==> config.mk <==
export PLATFORM = sky130hd
export DESIGN_NAME = tmc_top
export DESIGN_NICKNAME = d
export VERILOG_FILES = /design/src/logic/tmc_pkg.sv /design/src/logic/tmc_top.sv
export VERILOG_INCLUDE_DIRS = /design/src /design/src/logic
export SDC_FILE = /design/constraint.sdc
export NUM_CORES = 1
export LEC_CHECK = 0
export BUFFER_PORTS_ARGS = -buffer_cell sky130_fd_sc_hd__buf_4
export CORE_MARGIN = 3
export CORE_UTILIZATION = 32
export DETAILED_ROUTE_END_ITERATION = 6
export HOLD_SLACK_MARGIN = 0.1
export MAX_ROUTING_LAYER = met4
export SLEW_MARGIN = 20
export SYNTH_ARGS = -nofsm -noshare
export SYNTH_HDL_FRONTEND = slang
export SYNTH_SLANG_ARGS = --single-unit
export TNS_END_PERCENT = 1
==> constraint.sdc <==
create_clock -name CLOCK -period 11.3 [get_ports CLOCK]
set_input_delay 0.565 -clock CLOCK [delete_from_list [all_inputs] [get_ports CLOCK]]
set_output_delay 0.565 -clock CLOCK [all_outputs]
set_load 0.01 [all_outputs]
==> src/logic/tmc_consts.svh <==
// offsets, field positions, reset values and timing constants of the timer core
`ifndef TMC_CONSTS_SVH
`define TMC_CONSTS_SVH

// per-timer register offsets inside an 8-byte slot
`define TMC_OFF_C0      3'h0
`define TMC_OFF_C1      3'h1
`define TMC_OFF_DL      3'h2
`define TMC_OFF_DH      3'h3
`define TMC_OFF_AL      3'h4
`define TMC_OFF_AH      3'h5
`define TMC_OFF_PL      3'h6
`define TMC_OFF_PH      3'h7
// shared interrupt registers
`define TMC_OFF_IST     6'h20
`define TMC_OFF_IMSK    6'h21

// first control register fields
`define TMC_C0_PAUSE    7
`define TMC_C0_CKS_HI   6
`define TMC_C0_CKS_LO   4
`define TMC_C0_ON       3
`define TMC_C0_CSRC     0
`define TMC_C0_WMASK    8'hF9
// second control register fields
`define TMC_C1_MODE_HI  7
`define TMC_C1_MODE_LO  6
`define TMC_C1_IO_HI    5
`define TMC_C1_IO_LO    4
`define TMC_C1_OC       3
`define TMC_C1_POL      2
`define TMC_C1_DPX      1
`define TMC_C1_CCLR     0

`define TMC_RST_BYTE    8'h00
`define TMC_RST_WORD    16'h0000

// timing
`define TMC_FSYS_HZ     100000000
`define TMC_FSUB_HZ     32768

`endif

==> src/logic/tmc_pkg.sv <==
// types shared by the timer core and its environment
`default_nettype none
package tmc_pkg;

   typedef enum logic [1:0] {
      TMC_MODE_CMP = 2'b00,
      TMC_MODE_CAP = 2'b01,
      TMC_MODE_PWM = 2'b10,
      TMC_MODE_TMR = 2'b11
   } tmc_mode_e;

   typedef enum logic [2:0] {
      TMC_CKS_SYS4  = 3'b000,
      TMC_CKS_SYS   = 3'b001,
      TMC_CKS_H16   = 3'b010,
      TMC_CKS_H64   = 3'b011,
      TMC_CKS_SUBA  = 3'b100,
      TMC_CKS_SUBB  = 3'b101,
      TMC_CKS_EXTR  = 3'b110,
      TMC_CKS_EXTF  = 3'b111
   } tmc_cks_e;

   typedef struct packed {
      logic [5:0] addr;
      logic [7:0] wdata;
      logic       wr;
      logic       rd;
   } tmc_bus_s;

   typedef struct packed {
      logic [7:0]  c0;
      logic [7:0]  c1;
      logic [7:0]  lbuf;
      logic [15:0] cnt;
      logic [15:0] cca;
      logic [15:0] ccp;
      logic        out;
      logic        pulse;
      logic        on_q;
      logic        pin;
   } tmc_tm_s;

   typedef struct packed {
      tmc_tm_s [3:0] tm;
      logic [7:0]    ist;
      logic [7:0]    imask;
      logic [7:0]    rdata;
      logic [5:0]    pre;
      logic [11:0]   sub;
      logic [3:0]    ck1;
      logic [3:0]    ck2;
      logic [3:0]    ck3;
      logic [3:0]    cp1;
      logic [3:0]    cp2;
      logic [3:0]    cp3;
   } tmc_state_s;

endpackage : tmc_pkg
`default_nettype wire

==> src/logic/tmc_top.sv <==
// four-timer core: one standard timer and three periodic timers behind a byte bus
// Operation
// - four timers: one 16-bit standard, three 10-bit periodic counters
// - free-running counter matches comparators, interrupts, may clear and set pin
// - two interrupt sources per timer: comparator A and comparator P
// - clock select chooses system divisions, high clock, sub clock or pin
// - external clock pin counts on rising or falling edge as selected
// - single pulse mode starts its pulse from the external clock pin
// - capture pin edge: rising, falling or both, set by pin function field
// - periodic timers may capture from their external clock pin instead
// - each timer drives one pin; standard and first periodic add inverted pin
// - compare mode drives pins high, low or toggles on match
// - pwm waveform appears on the same output pins
// - edge-aligned pwm only; software adjusts either duty or period
// - high byte direct, low byte through 8-bit buffer on high access
// - low byte write fills buffer; high write loads both bytes
// - high byte read latches low byte into buffer for later low read
//
// The implementer's own choices: the register addresses and the address-and-strobe port.
`timescale 1ns/10ps
`default_nettype none
`include "tmc_consts.svh"

module tmc_top #(
   parameter int STD_WIDTH = 16,
   parameter int PER_WIDTH = 10
) (
   input  wire logic             CLOCK,
   input  wire logic             RSTN,
   input  wire tmc_pkg::tmc_bus_s BUS,
   output logic [7:0]            RDATA,
   input  wire logic [3:0]       EXT_CLK,
   input  wire logic [3:0]       CAP_IN,
   output logic [3:0]            TOUT,
   output logic [3:0]            TOUT_N,
   output logic                  IRQ
);
   import tmc_pkg::*;

   localparam int SUB_DIV = `TMC_FSYS_HZ / `TMC_FSUB_HZ;

   // refuse widths that the byte pairs and the 16-bit state fields cannot carry
   if (STD_WIDTH < 9 || STD_WIDTH > 16 || PER_WIDTH < 9 || PER_WIDTH > 16) begin : g_width_chk
      $error("tmc_top: counter widths must lie between 9 and 16");
   end

   // counter width of each timer, as a value mask
   function automatic logic [15:0] tmc_wmask(input int n);
      int w;
      w = (n == 0) ? STD_WIDTH : PER_WIDTH;
      tmc_wmask = 16'hFFFF >> (16 - w);
   endfunction : tmc_wmask

   // one-cycle count enable for a clock-select code
   function automatic logic tmc_tick(input logic [2:0] cks, input logic [5:0] pre,
                                     input logic subt, input logic rise, input logic fall);
      case (tmc_cks_e'(cks))
         TMC_CKS_SYS4: tmc_tick = (pre[1:0] == 2'h3);
         TMC_CKS_SYS:  tmc_tick = 1'b1;
         TMC_CKS_H16:  tmc_tick = (pre[3:0] == 4'hF);
         TMC_CKS_H64:  tmc_tick = (pre == 6'h3F);
         TMC_CKS_SUBA: tmc_tick = subt;
         TMC_CKS_SUBB: tmc_tick = subt;
         TMC_CKS_EXTR: tmc_tick = rise;
         TMC_CKS_EXTF: tmc_tick = fall;
         default:      tmc_tick = 1'b0;
      endcase
   endfunction : tmc_tick

   tmc_state_s s_q;
   tmc_state_s s_d;

   always_comb begin
      tmc_tm_s     t;
      logic [15:0] wm;
      logic [15:0] duty;
      logic [7:0]  ev;
      logic [7:0]  rd_v;
      logic [7:0]  w1c;
      logic [1:0]  mode;
      logic [1:0]  io;
      logic        subt;
      logic        ck_r;
      logic        ck_f;
      logic        cp_r;
      logic        cp_f;
      logic        cap_r;
      logic        cap_f;
      logic        cap;
      logic        tick;
      logic        run;
      logic        ma;
      logic        mp;
      logic        clr;
      logic        lvl;
      logic        sp;
      logic [1:0]  sel;
      logic [2:0]  off;
      s_d  = s_q;
      ev   = 8'h00;
      rd_v = 8'h00;
      w1c  = 8'h00;
      t    = s_q.tm[0];
      wm   = 16'h0000;
      duty = 16'h0000;
      mode = 2'b00;
      io   = 2'b00;
      ck_r = 1'b0;
      ck_f = 1'b0;
      cp_r = 1'b0;
      cp_f = 1'b0;
      cap_r = 1'b0;
      cap_f = 1'b0;
      cap  = 1'b0;
      tick = 1'b0;
      run  = 1'b0;
      ma   = 1'b0;
      mp   = 1'b0;
      clr  = 1'b0;
      lvl  = 1'b0;
      sp   = 1'b0;
      subt = 1'b0;
      sel  = BUS.addr[4:3];
      off  = BUS.addr[2:0];

      s_d.pre = s_q.pre + 6'h01;
      subt    = (s_q.sub == 12'(SUB_DIV - 1));
      s_d.sub = subt ? 12'h000 : s_q.sub + 12'h001;

      // pins cross into the clock domain through two flops
      s_d.ck1 = EXT_CLK;
      s_d.ck2 = s_q.ck1;
      s_d.ck3 = s_q.ck2;
      s_d.cp1 = CAP_IN;
      s_d.cp2 = s_q.cp1;
      s_d.cp3 = s_q.cp2;

      for (int n = 0; n < 4; n++) begin
         t    = s_q.tm[n];
         wm   = tmc_wmask(n);
         mode = t.c1[`TMC_C1_MODE_HI:`TMC_C1_MODE_LO];
         io   = t.c1[`TMC_C1_IO_HI:`TMC_C1_IO_LO];
         // edge of the external clock pin
         ck_r = s_q.ck2[n] & ~s_q.ck3[n];
         ck_f = ~s_q.ck2[n] & s_q.ck3[n];
         cp_r = s_q.cp2[n] & ~s_q.cp3[n];
         cp_f = ~s_q.cp2[n] & s_q.cp3[n];
         tick = tmc_tick(t.c0[`TMC_C0_CKS_HI:`TMC_C0_CKS_LO], s_q.pre, subt, ck_r, ck_f);
         sp   = (tmc_mode_e'(mode) == TMC_MODE_PWM) && (io == 2'b11);
         // single pulse mode only counts while its pulse is live
         run  = t.c0[`TMC_C0_ON] & ~t.c0[`TMC_C0_PAUSE] & (~sp | t.pulse);
         ma   = (t.cnt == t.cca);
         mp   = (t.cnt == t.ccp);
         // periodic timers may take the clock pin as capture source
         cap_r = (n != 0 && t.c0[`TMC_C0_CSRC]) ? ck_r : cp_r;
         cap_f = (n != 0 && t.c0[`TMC_C0_CSRC]) ? ck_f : cp_f;
         case (io)
            2'b00:   cap = cap_r;
            2'b01:   cap = cap_f;
            2'b10:   cap = cap_r | cap_f;
            default: cap = 1'b0;
         endcase
         t.on_q = t.c0[`TMC_C0_ON];
         if (t.c0[`TMC_C0_ON] && !s_q.tm[n].on_q) begin
            // switching on restarts the count and the pin's initial level
            t.cnt   = `TMC_RST_WORD;
            t.out   = t.c1[`TMC_C1_OC];
            t.pulse = 1'b0;
         end else begin
            if (run && tick) begin
               // pwm period comes from P or A as selected
               if (tmc_mode_e'(mode) == TMC_MODE_PWM) begin
                  clr = t.c1[`TMC_C1_DPX] ? ma : mp;
               end else begin
                  clr = t.c1[`TMC_C1_CCLR] ? ma : mp;
               end
               // match clears or advances the counter
               t.cnt = clr ? `TMC_RST_WORD : (t.cnt + 16'h0001) & wm;
               ev[2 * n]     = ma & (tmc_mode_e'(mode) != TMC_MODE_CAP);
               ev[2 * n + 1] = mp;
               if (tmc_mode_e'(mode) == TMC_MODE_CMP && ma) begin
                  case (io)
                     2'b01:   t.out = 1'b0;
                     2'b10:   t.out = 1'b1;
                     2'b11:   t.out = ~t.out;
                     default: t.out = t.out;
                  endcase
               end
               if (sp && ma) begin
                  t.pulse = 1'b0;
               end
            end
            // external trigger starts a single pulse
            if (sp && t.c0[`TMC_C0_ON] && !t.pulse && ck_r) begin
               t.pulse = 1'b1;
               t.cnt   = `TMC_RST_WORD;
            end
            if (tmc_mode_e'(mode) == TMC_MODE_CAP && t.c0[`TMC_C0_ON] && cap) begin
               t.cca  = t.cnt;
               ev[2 * n] = 1'b1;
            end
         end
         // edge-aligned duty: active from counter zero until duty value
         duty = t.c1[`TMC_C1_DPX] ? t.ccp : t.cca;
         if (tmc_mode_e'(mode) == TMC_MODE_PWM) begin
            // pwm uses the compare output pins
            case (io)
               2'b00:   lvl = ~t.c1[`TMC_C1_OC];
               2'b01:   lvl = t.c1[`TMC_C1_OC];
               2'b10:   lvl = (t.cnt < duty) ? t.c1[`TMC_C1_OC] : ~t.c1[`TMC_C1_OC];
               default: lvl = t.pulse ? t.c1[`TMC_C1_OC] : ~t.c1[`TMC_C1_OC];
            endcase
         end else begin
            lvl = t.out;
         end
         t.pin = lvl ^ t.c1[`TMC_C1_POL];
         s_d.tm[n] = t;
      end

      // register bus; timer register writes win over same-cycle timer updates
      if (!BUS.addr[5]) begin
         t  = s_d.tm[sel];
         wm = tmc_wmask(int'(sel));
         if (BUS.wr) begin
            case (off)
               `TMC_OFF_C0: t.c0 = BUS.wdata & `TMC_C0_WMASK;
               `TMC_OFF_C1: t.c1 = BUS.wdata;
               // low write goes to the buffer only
               `TMC_OFF_AL: t.lbuf = BUS.wdata;
               `TMC_OFF_PL: t.lbuf = BUS.wdata;
               // high write loads both bytes at once
               `TMC_OFF_AH: t.cca = {BUS.wdata, t.lbuf} & wm;
               `TMC_OFF_PH: t.ccp = {BUS.wdata, t.lbuf} & wm;
               default:     t.lbuf = t.lbuf;
            endcase
         end
         if (BUS.rd) begin
            case (off)
               `TMC_OFF_C0: rd_v = s_q.tm[sel].c0;
               `TMC_OFF_C1: rd_v = s_q.tm[sel].c1;
               // high read latches the low byte
               `TMC_OFF_DH: begin
                  rd_v   = s_q.tm[sel].cnt[15:8] & wm[15:8];
                  t.lbuf = s_q.tm[sel].cnt[7:0];
               end
               `TMC_OFF_AH: begin
                  rd_v   = s_q.tm[sel].cca[15:8] & wm[15:8];
                  t.lbuf = s_q.tm[sel].cca[7:0];
               end
               `TMC_OFF_PH: begin
                  rd_v   = s_q.tm[sel].ccp[15:8] & wm[15:8];
                  t.lbuf = s_q.tm[sel].ccp[7:0];
               end
               // low bytes come from the buffer
               default: rd_v = s_q.tm[sel].lbuf;
            endcase
         end
         s_d.tm[sel] = t;
      end else begin
         if (BUS.wr && BUS.addr == `TMC_OFF_IST) begin
            w1c = BUS.wdata;
         end
         if (BUS.wr && BUS.addr == `TMC_OFF_IMSK) begin
            s_d.imask = BUS.wdata;
         end
         if (BUS.rd && BUS.addr == `TMC_OFF_IST) begin
            rd_v = s_q.ist;
         end
         if (BUS.rd && BUS.addr == `TMC_OFF_IMSK) begin
            rd_v = s_q.imask;
         end
      end

      // sticky events: a set in the clearing cycle survives
      s_d.ist   = (s_q.ist & ~w1c) | ev;
      s_d.rdata = BUS.rd ? rd_v : `TMC_RST_BYTE;
   end

   always_ff @(posedge CLOCK or negedge RSTN) begin
      if (!RSTN) begin
         s_q <= '0;
      end else begin
         s_q <= s_d;
      end
   end

   // inverted pins exist on the standard and first periodic timers only
   always_comb begin
      for (int n = 0; n < 4; n++) begin
         TOUT[n] = s_q.tm[n].pin;
      end
      TOUT_N = {2'b00, ~s_q.tm[1].pin, ~s_q.tm[0].pin};
   end

   assign RDATA = s_q.rdata;
   assign IRQ   = |(s_q.ist & s_q.imask);

endmodule : tmc_top
`default_nettype wire

# Yosys cells after proc, flatten, opt, wreduce, memory -nomap -nowiden
# Index checks and enable logic that the tools add are counted.
# word_totals
register_bits	370
input_bits	26
wordCells	440
out_inout_bits	17
# op_classes
muxes	147
n_reduce_logical	74
shifts	1
magnitude_cmp	6
n_eq_ne	72
addsub	7
n_bitwise	82
# op_table
operator	count
$mux 16	27
$bmux 76 s2	2
$bwmux 304	1
$mux 280	1
$mux 76	3
$demux 76 s2	1
$eq 16x16->1	8
$mux 8	11
$lt 16x16->1	4
$mux 32	2
$eq 3x3->1 const B	20
$mux 1	54
$mux 24	2
$logic_and 1x1->1	45
$and 8x8->8	5
$mux 2	20
$pmux 8 s5	1
$pmux 1 s3	12
$not 1->1	34
$shr 16x32->16 const A	1
$add 10x1->10 const B	3
$mux 10	3
$and 1x1->1	28
$pmux 1 s7	4
28 further kinds	97

# Logic depth before layout (Yosys ltp)
# logic_depth
ltp_word	30
depth_mapped	22
ltp_nobuf	20

# Worst setup path after synthesis
# OpenSTA, ideal clock, no wires.
# synth_path
path_type	register -> register
startpoint	register s_q[36] in the netlist's numbering
endpoint	register s_q (netlist bit TOUT[0])
slack_ns	6.628
t_required_ns	11.156
t_arrival_ns	4.528
synth_period_minus_slack_ns	4.672
stages_incl_launch_ff	21
n_path_buf	2
setup_ns	0.144
path_cell_list	dfrtp_1 ha_1 nand3_1 o221ai_1 o2111a_1 a31oi_1 o2bb2ai_1 clkbuf_1 nand2b_1 clkbuf_1 nor2_1 ha_1 a21o_1 a21o_1 a21o_1 o21a_1 nor2b_1 a311o_1 o31ai_1 xnor2_1 a32oi_1
# synth_lines
element	line_no	source
start: declaration	tmc_top.sv:70	tmc_state_s s_q;
start signal: assignment	tmc_top.sv:281	s_q <= '0;
start signal: assignment	tmc_top.sv:283	s_q <= s_d;

==> qor.csv <==
stage,metric,value,unit
clocking,hold_buf cts,9,
sta,fin crit period,6.489,ns
synthesis,Synth Cell Area,0.02328,mm²
clocking,H-tree Lvls,2,
floorplan,die extent in x,275.7,µm
worst_setup_path,Crit Path Max Fanout,11,
power_and_ir_drop,Seq pwr share,40.1,%
route,Final ANT Viol Nets,0,
floorplan,# IOs,43,
synthesis,"count leader, synth",dfrtp_1,
power_and_ir_drop,pwr/cell area,194.5,mW/mm²
power_and_ir_drop,Comb pwr share,28.8,%
synthesis,"top cells by count, synth","dfrtp_1 (370), nand2_1 (288), o21ai_0 (214)",
flow_run,Max Cap Viol,0,
power_and_ir_drop,Total Power,5.062,mW
clocking,clock root cell,clkbuf_16,
synthesis,syn avg cell area,9.511,µm²
power_and_ir_drop,switching portion of total power,38.99,%
global_route,vias in the first global route,20076,
placement,dpl hpwl,74100,µm
synthesis,asr flop ratio synth,100.0,%
route,1st-iter DRT viols,2973,
placement,Port Buffers,40,
layout,layout cells sized above 1,12.33,%
clocking,clk buf depth,3,
floorplan,Core Region,0.07173,mm²
worst_setup_path,"slowest stage delay, CP",0.65,ns
worst_setup_path,WS Path Type,reg2reg,
worst_setup_path,startpoint types,flip-flop,
sta,Worst Tran Pin Value,1.178,ns
power_and_ir_drop,peak supply drop,0.0001163,V
sta,RSZ-0062 raised after global routing,no,
synthesis,Synth Flop Type,dfrtp_1,
clocking,"CTS clk-pin slew, worst paths",0.06,ns
global_route,met3 usage,6.024,%
clocking,clk sinks,370,
layout,Layout area overhead,11.79,%
synthesis,"EDFF count, synth",0,
floorplan,Rows,98,
power_and_ir_drop,sw power,1.973,mW
power_and_ir_drop,clock group share of total power,31.1,%
global_route,grt met2 use,39.28,%
worst_setup_path,critical path required time,11.76,ns
clocking,CTS Buf Count,45,
synthesis,Synth area leaders,"dfrtp_1 (40%), mux4_2 (6.6%), xnor2_1 (5.3%)",
power_and_ir_drop,Internal Pwr Total,3.088,mW
synthesis,"Seq/Total Area, Yosys",39.77,%
synthesis,top cell type's share of synthesized area,39.77,%
worst_setup_path,worst path cell trace,ha_1 -> nand3_1 -> o221ai_1 -> o2111ai_1 -> buf_4 -> nor2_1 -> nand3_1 -> xor2_1 -> o31ai_1 -> mux2i_1 -> ha_1 -> a21o_1 -> a21o_1 -> a21o_1 -> nor3b_1 -> nor2b_1 -> a311o_1 -> o31ai_1 -> xnor2_1 -> a32oi_1,
power_and_ir_drop,Lkg Pwr,11.19,nW
route,via density per instance,6.056,
sta,Final Setup Violations,0,
global_route,first-pass GRT wire length,142400,µm
global_route,pin count of the biggest net entering global routing,151,
placement,placer's final routability congestion estimate,1.120,
sta,Tcrit/Tclk final,57.42,%
worst_setup_path,element type at the critical path end,flip-flop,
clocking,CTS tree,built,
route,vias,20504,
synthesis,"Distinct cells, synth",92,
synthesis,Synth warnings,0,
route,DRT Pass-1 Iters,6,
placement,Post-Place Cells,3296,
synthesis,cell taking the most area after synthesis,dfrtp_1,
floorplan,Die H,275.7,µm
global_route,global route overflow,0,
worst_setup_path,Most common cell on crit path,a21o_1,
floorplan,Initial Utilization,32.46,%
layout,Fill cells,7230,
sta,Slew HR,20.87,%
clocking,post_cts resized,0,
sta,Sum Neg Setup Slack,0,ns
global_route,initial antenna violation count,1,
global_route,M1 GR Usage,35.73,%
clocking,Clock Latency Late Sink,0.61,ns
sta,f_max,154.1,MHz
synthesis,Synth Register Bits,370,
layout,fin cells,3386,
worst_hold_path,Hold Crit Class,in2reg,
synthesis,Cells after Synth,2448,
route,# DRC,0,
route,final wirelength,98310,µm
floorplan,die area,0.07603,mm²
sta,Final Hold Viols,0,
layout,final net count,2497,
sta,clk_skew,0.02428,ns
clocking,post-CTS setup buffer count,0,
route,per-cell routed wire length,29.03,µm
global_route,grt peak-use layer,met2,
sta,Slew Limit Fails,0,
status,status,finished clean,
global_route,GRT Util Overall,26.54,%
worst_setup_path,data arrival time of the worst path,6.94,ns
worst_setup_path,slowest CP cell,nor2_1,
==> layout make-up <==
| type | count | area (µm²) | area share [%] |
|---|---|---|---|
| Antenna cell | 2 | 5.005 | 0.01923 |
| Timing Repair Buffer | 88 | 703.2 | 2.702 |
| Inverter | 47 | 176.4 | 0.6778 |
| Clock inverter | 15 | 275.3 | 1.058 |
| Sequential cell | 370 | 9259 | 35.57 |
| Tap cell | 950 | 1189 | 4.567 |
| Clock buffer | 64 | 1277 | 4.908 |
| Multi-Input combinational cell | 1850 | 13140 | 50.50 |
==> registers in the layout (all words and copies together) (netlist names) <==
signal  cells
RDATA       8
TOUT        4
s_d        16
s_q       342
==> path summary, 6_finish.rpt <==
path | startpoint | end | slack (ns) | cells past startpoint
max in group asynchronous | RSTN | s_q[204] | 9.11 | 3
min | BUS[9] | s_q[57] | 0.33 | 2
max | s_q[36] | TOUT[0] | 4.81 | 20
min in group asynchronous | RSTN | s_q[74] | 0.63 | 2
min reg2reg | s_d[4] | s_d[0] | 0.35 | 0
max reg2reg | s_q[36] | TOUT[0] | 4.81 | 20
==> worst max-delay path: cells and delay by family, from the launching register on <==
family / cells / cell delay (ns)
mux: 1 / 0.16
compound gates: 9 / 2.71
flops: 1 / 0.37
simple gates: 5 / 1.83
buf+inv: 1 / 0.24
xor+xnor: 2 / 0.36
fa+ha+maj: 2 / 0.65
==> layout by cell type (no fill, tap or decap), types with 7 or more instances in the layout <==
cell type	synthesis	routed
a211oi_1	19	19
a21boi_0	11	11
a21o_1	24	24
a21oi_1	84	84
a221oi_1	10	10
a22o_1	20	20
a22oi_1	31	31
a2bb2oi_1	10	10
a31oi_1	27	27
and2_1	45	45
and3_1	23	23
buf_4	14	77
bufinv_16	0	7
clkbuf_1	147	11
clkbuf_16	0	45
clkbuf_8	0	8
dfrtp_1	370	370
dlygate4sd3_1	0	9
ha_1	69	69
inv_1	44	44
mux2_2	44	44
mux2i_1	96	96
mux4_2	68	68
nand2_1	288	288
nand2b_1	20	20
nand3_1	36	36
nand3b_1	13	13
nand4_1	59	59
nor2_1	208	207
nor2b_1	35	34
nor3_1	20	17
nor3b_1	12	10
nor4_1	17	16
o21ai_0	214	214
o31ai_1	34	34
or2_2	7	7
xnor2_1	140	140
xor2_1	40	40
==> routing by layer <==
metal / part of all wire [%] / vias to the layer above
met5: 0 / -
met4: 4.1 / 0
met3: 11 / 216
met2: 44 / 1103
met1: 41 / 10452
li1: - / 8733
==> cells by family after synthesis <==
logic type               share of synthesized area, %
multiplexers                                    12.83
other                                         0.01611
flip-flops                                      39.77
XOR/XNOR                                        6.771
buffers and inverters                           4.014
AO/OA/AOI/OAI                                   15.99
adder cells (fa/ha/maj)                         3.708
AND/OR/NAND/NOR                                 16.90
==> power by group through the flow <==
| stage | clock network (mW) | logic [mW] | registers (mW) |
|---|---|---|---|
| CTS | 1.59 | 1.44 | 2.00 |
| detailed placement | 0 | 1.43 | 2.02 |
| finish | 1.58 | 1.46 | 2.03 |
| global placement | 0 | 1.41 | 2.01 |
| global route | 1.65 | 1.57 | 2.04 |
| floorplan | 0 | 1.01 | 1.75 |
==> through the flow <==
| step | cell area (µm²) | worst slack, ns | hold slack [ns] | utilization, % |
|---|---|---|---|---|
| 6_report | 26030 | 4.811 | 0.3319 | 36.28 |
| 5_1_grt | 26020 | 4.548 | 0.3295 | 36.28 |
| 4_1_cts | 26010 | 4.897 | 0.3078 | 36.25 |
| 3_5_place_dp | 24360 | 4.911 | 0.3372 | 33.96 |
| 3_3_place_gp | 24360 | 5.036 | 0.3373 | 33.96 |
| 2_1_floorplan | 23290 | 6.628 | 0.2694 | - |
No activity file was read; power rests on OpenSTA's default activity.
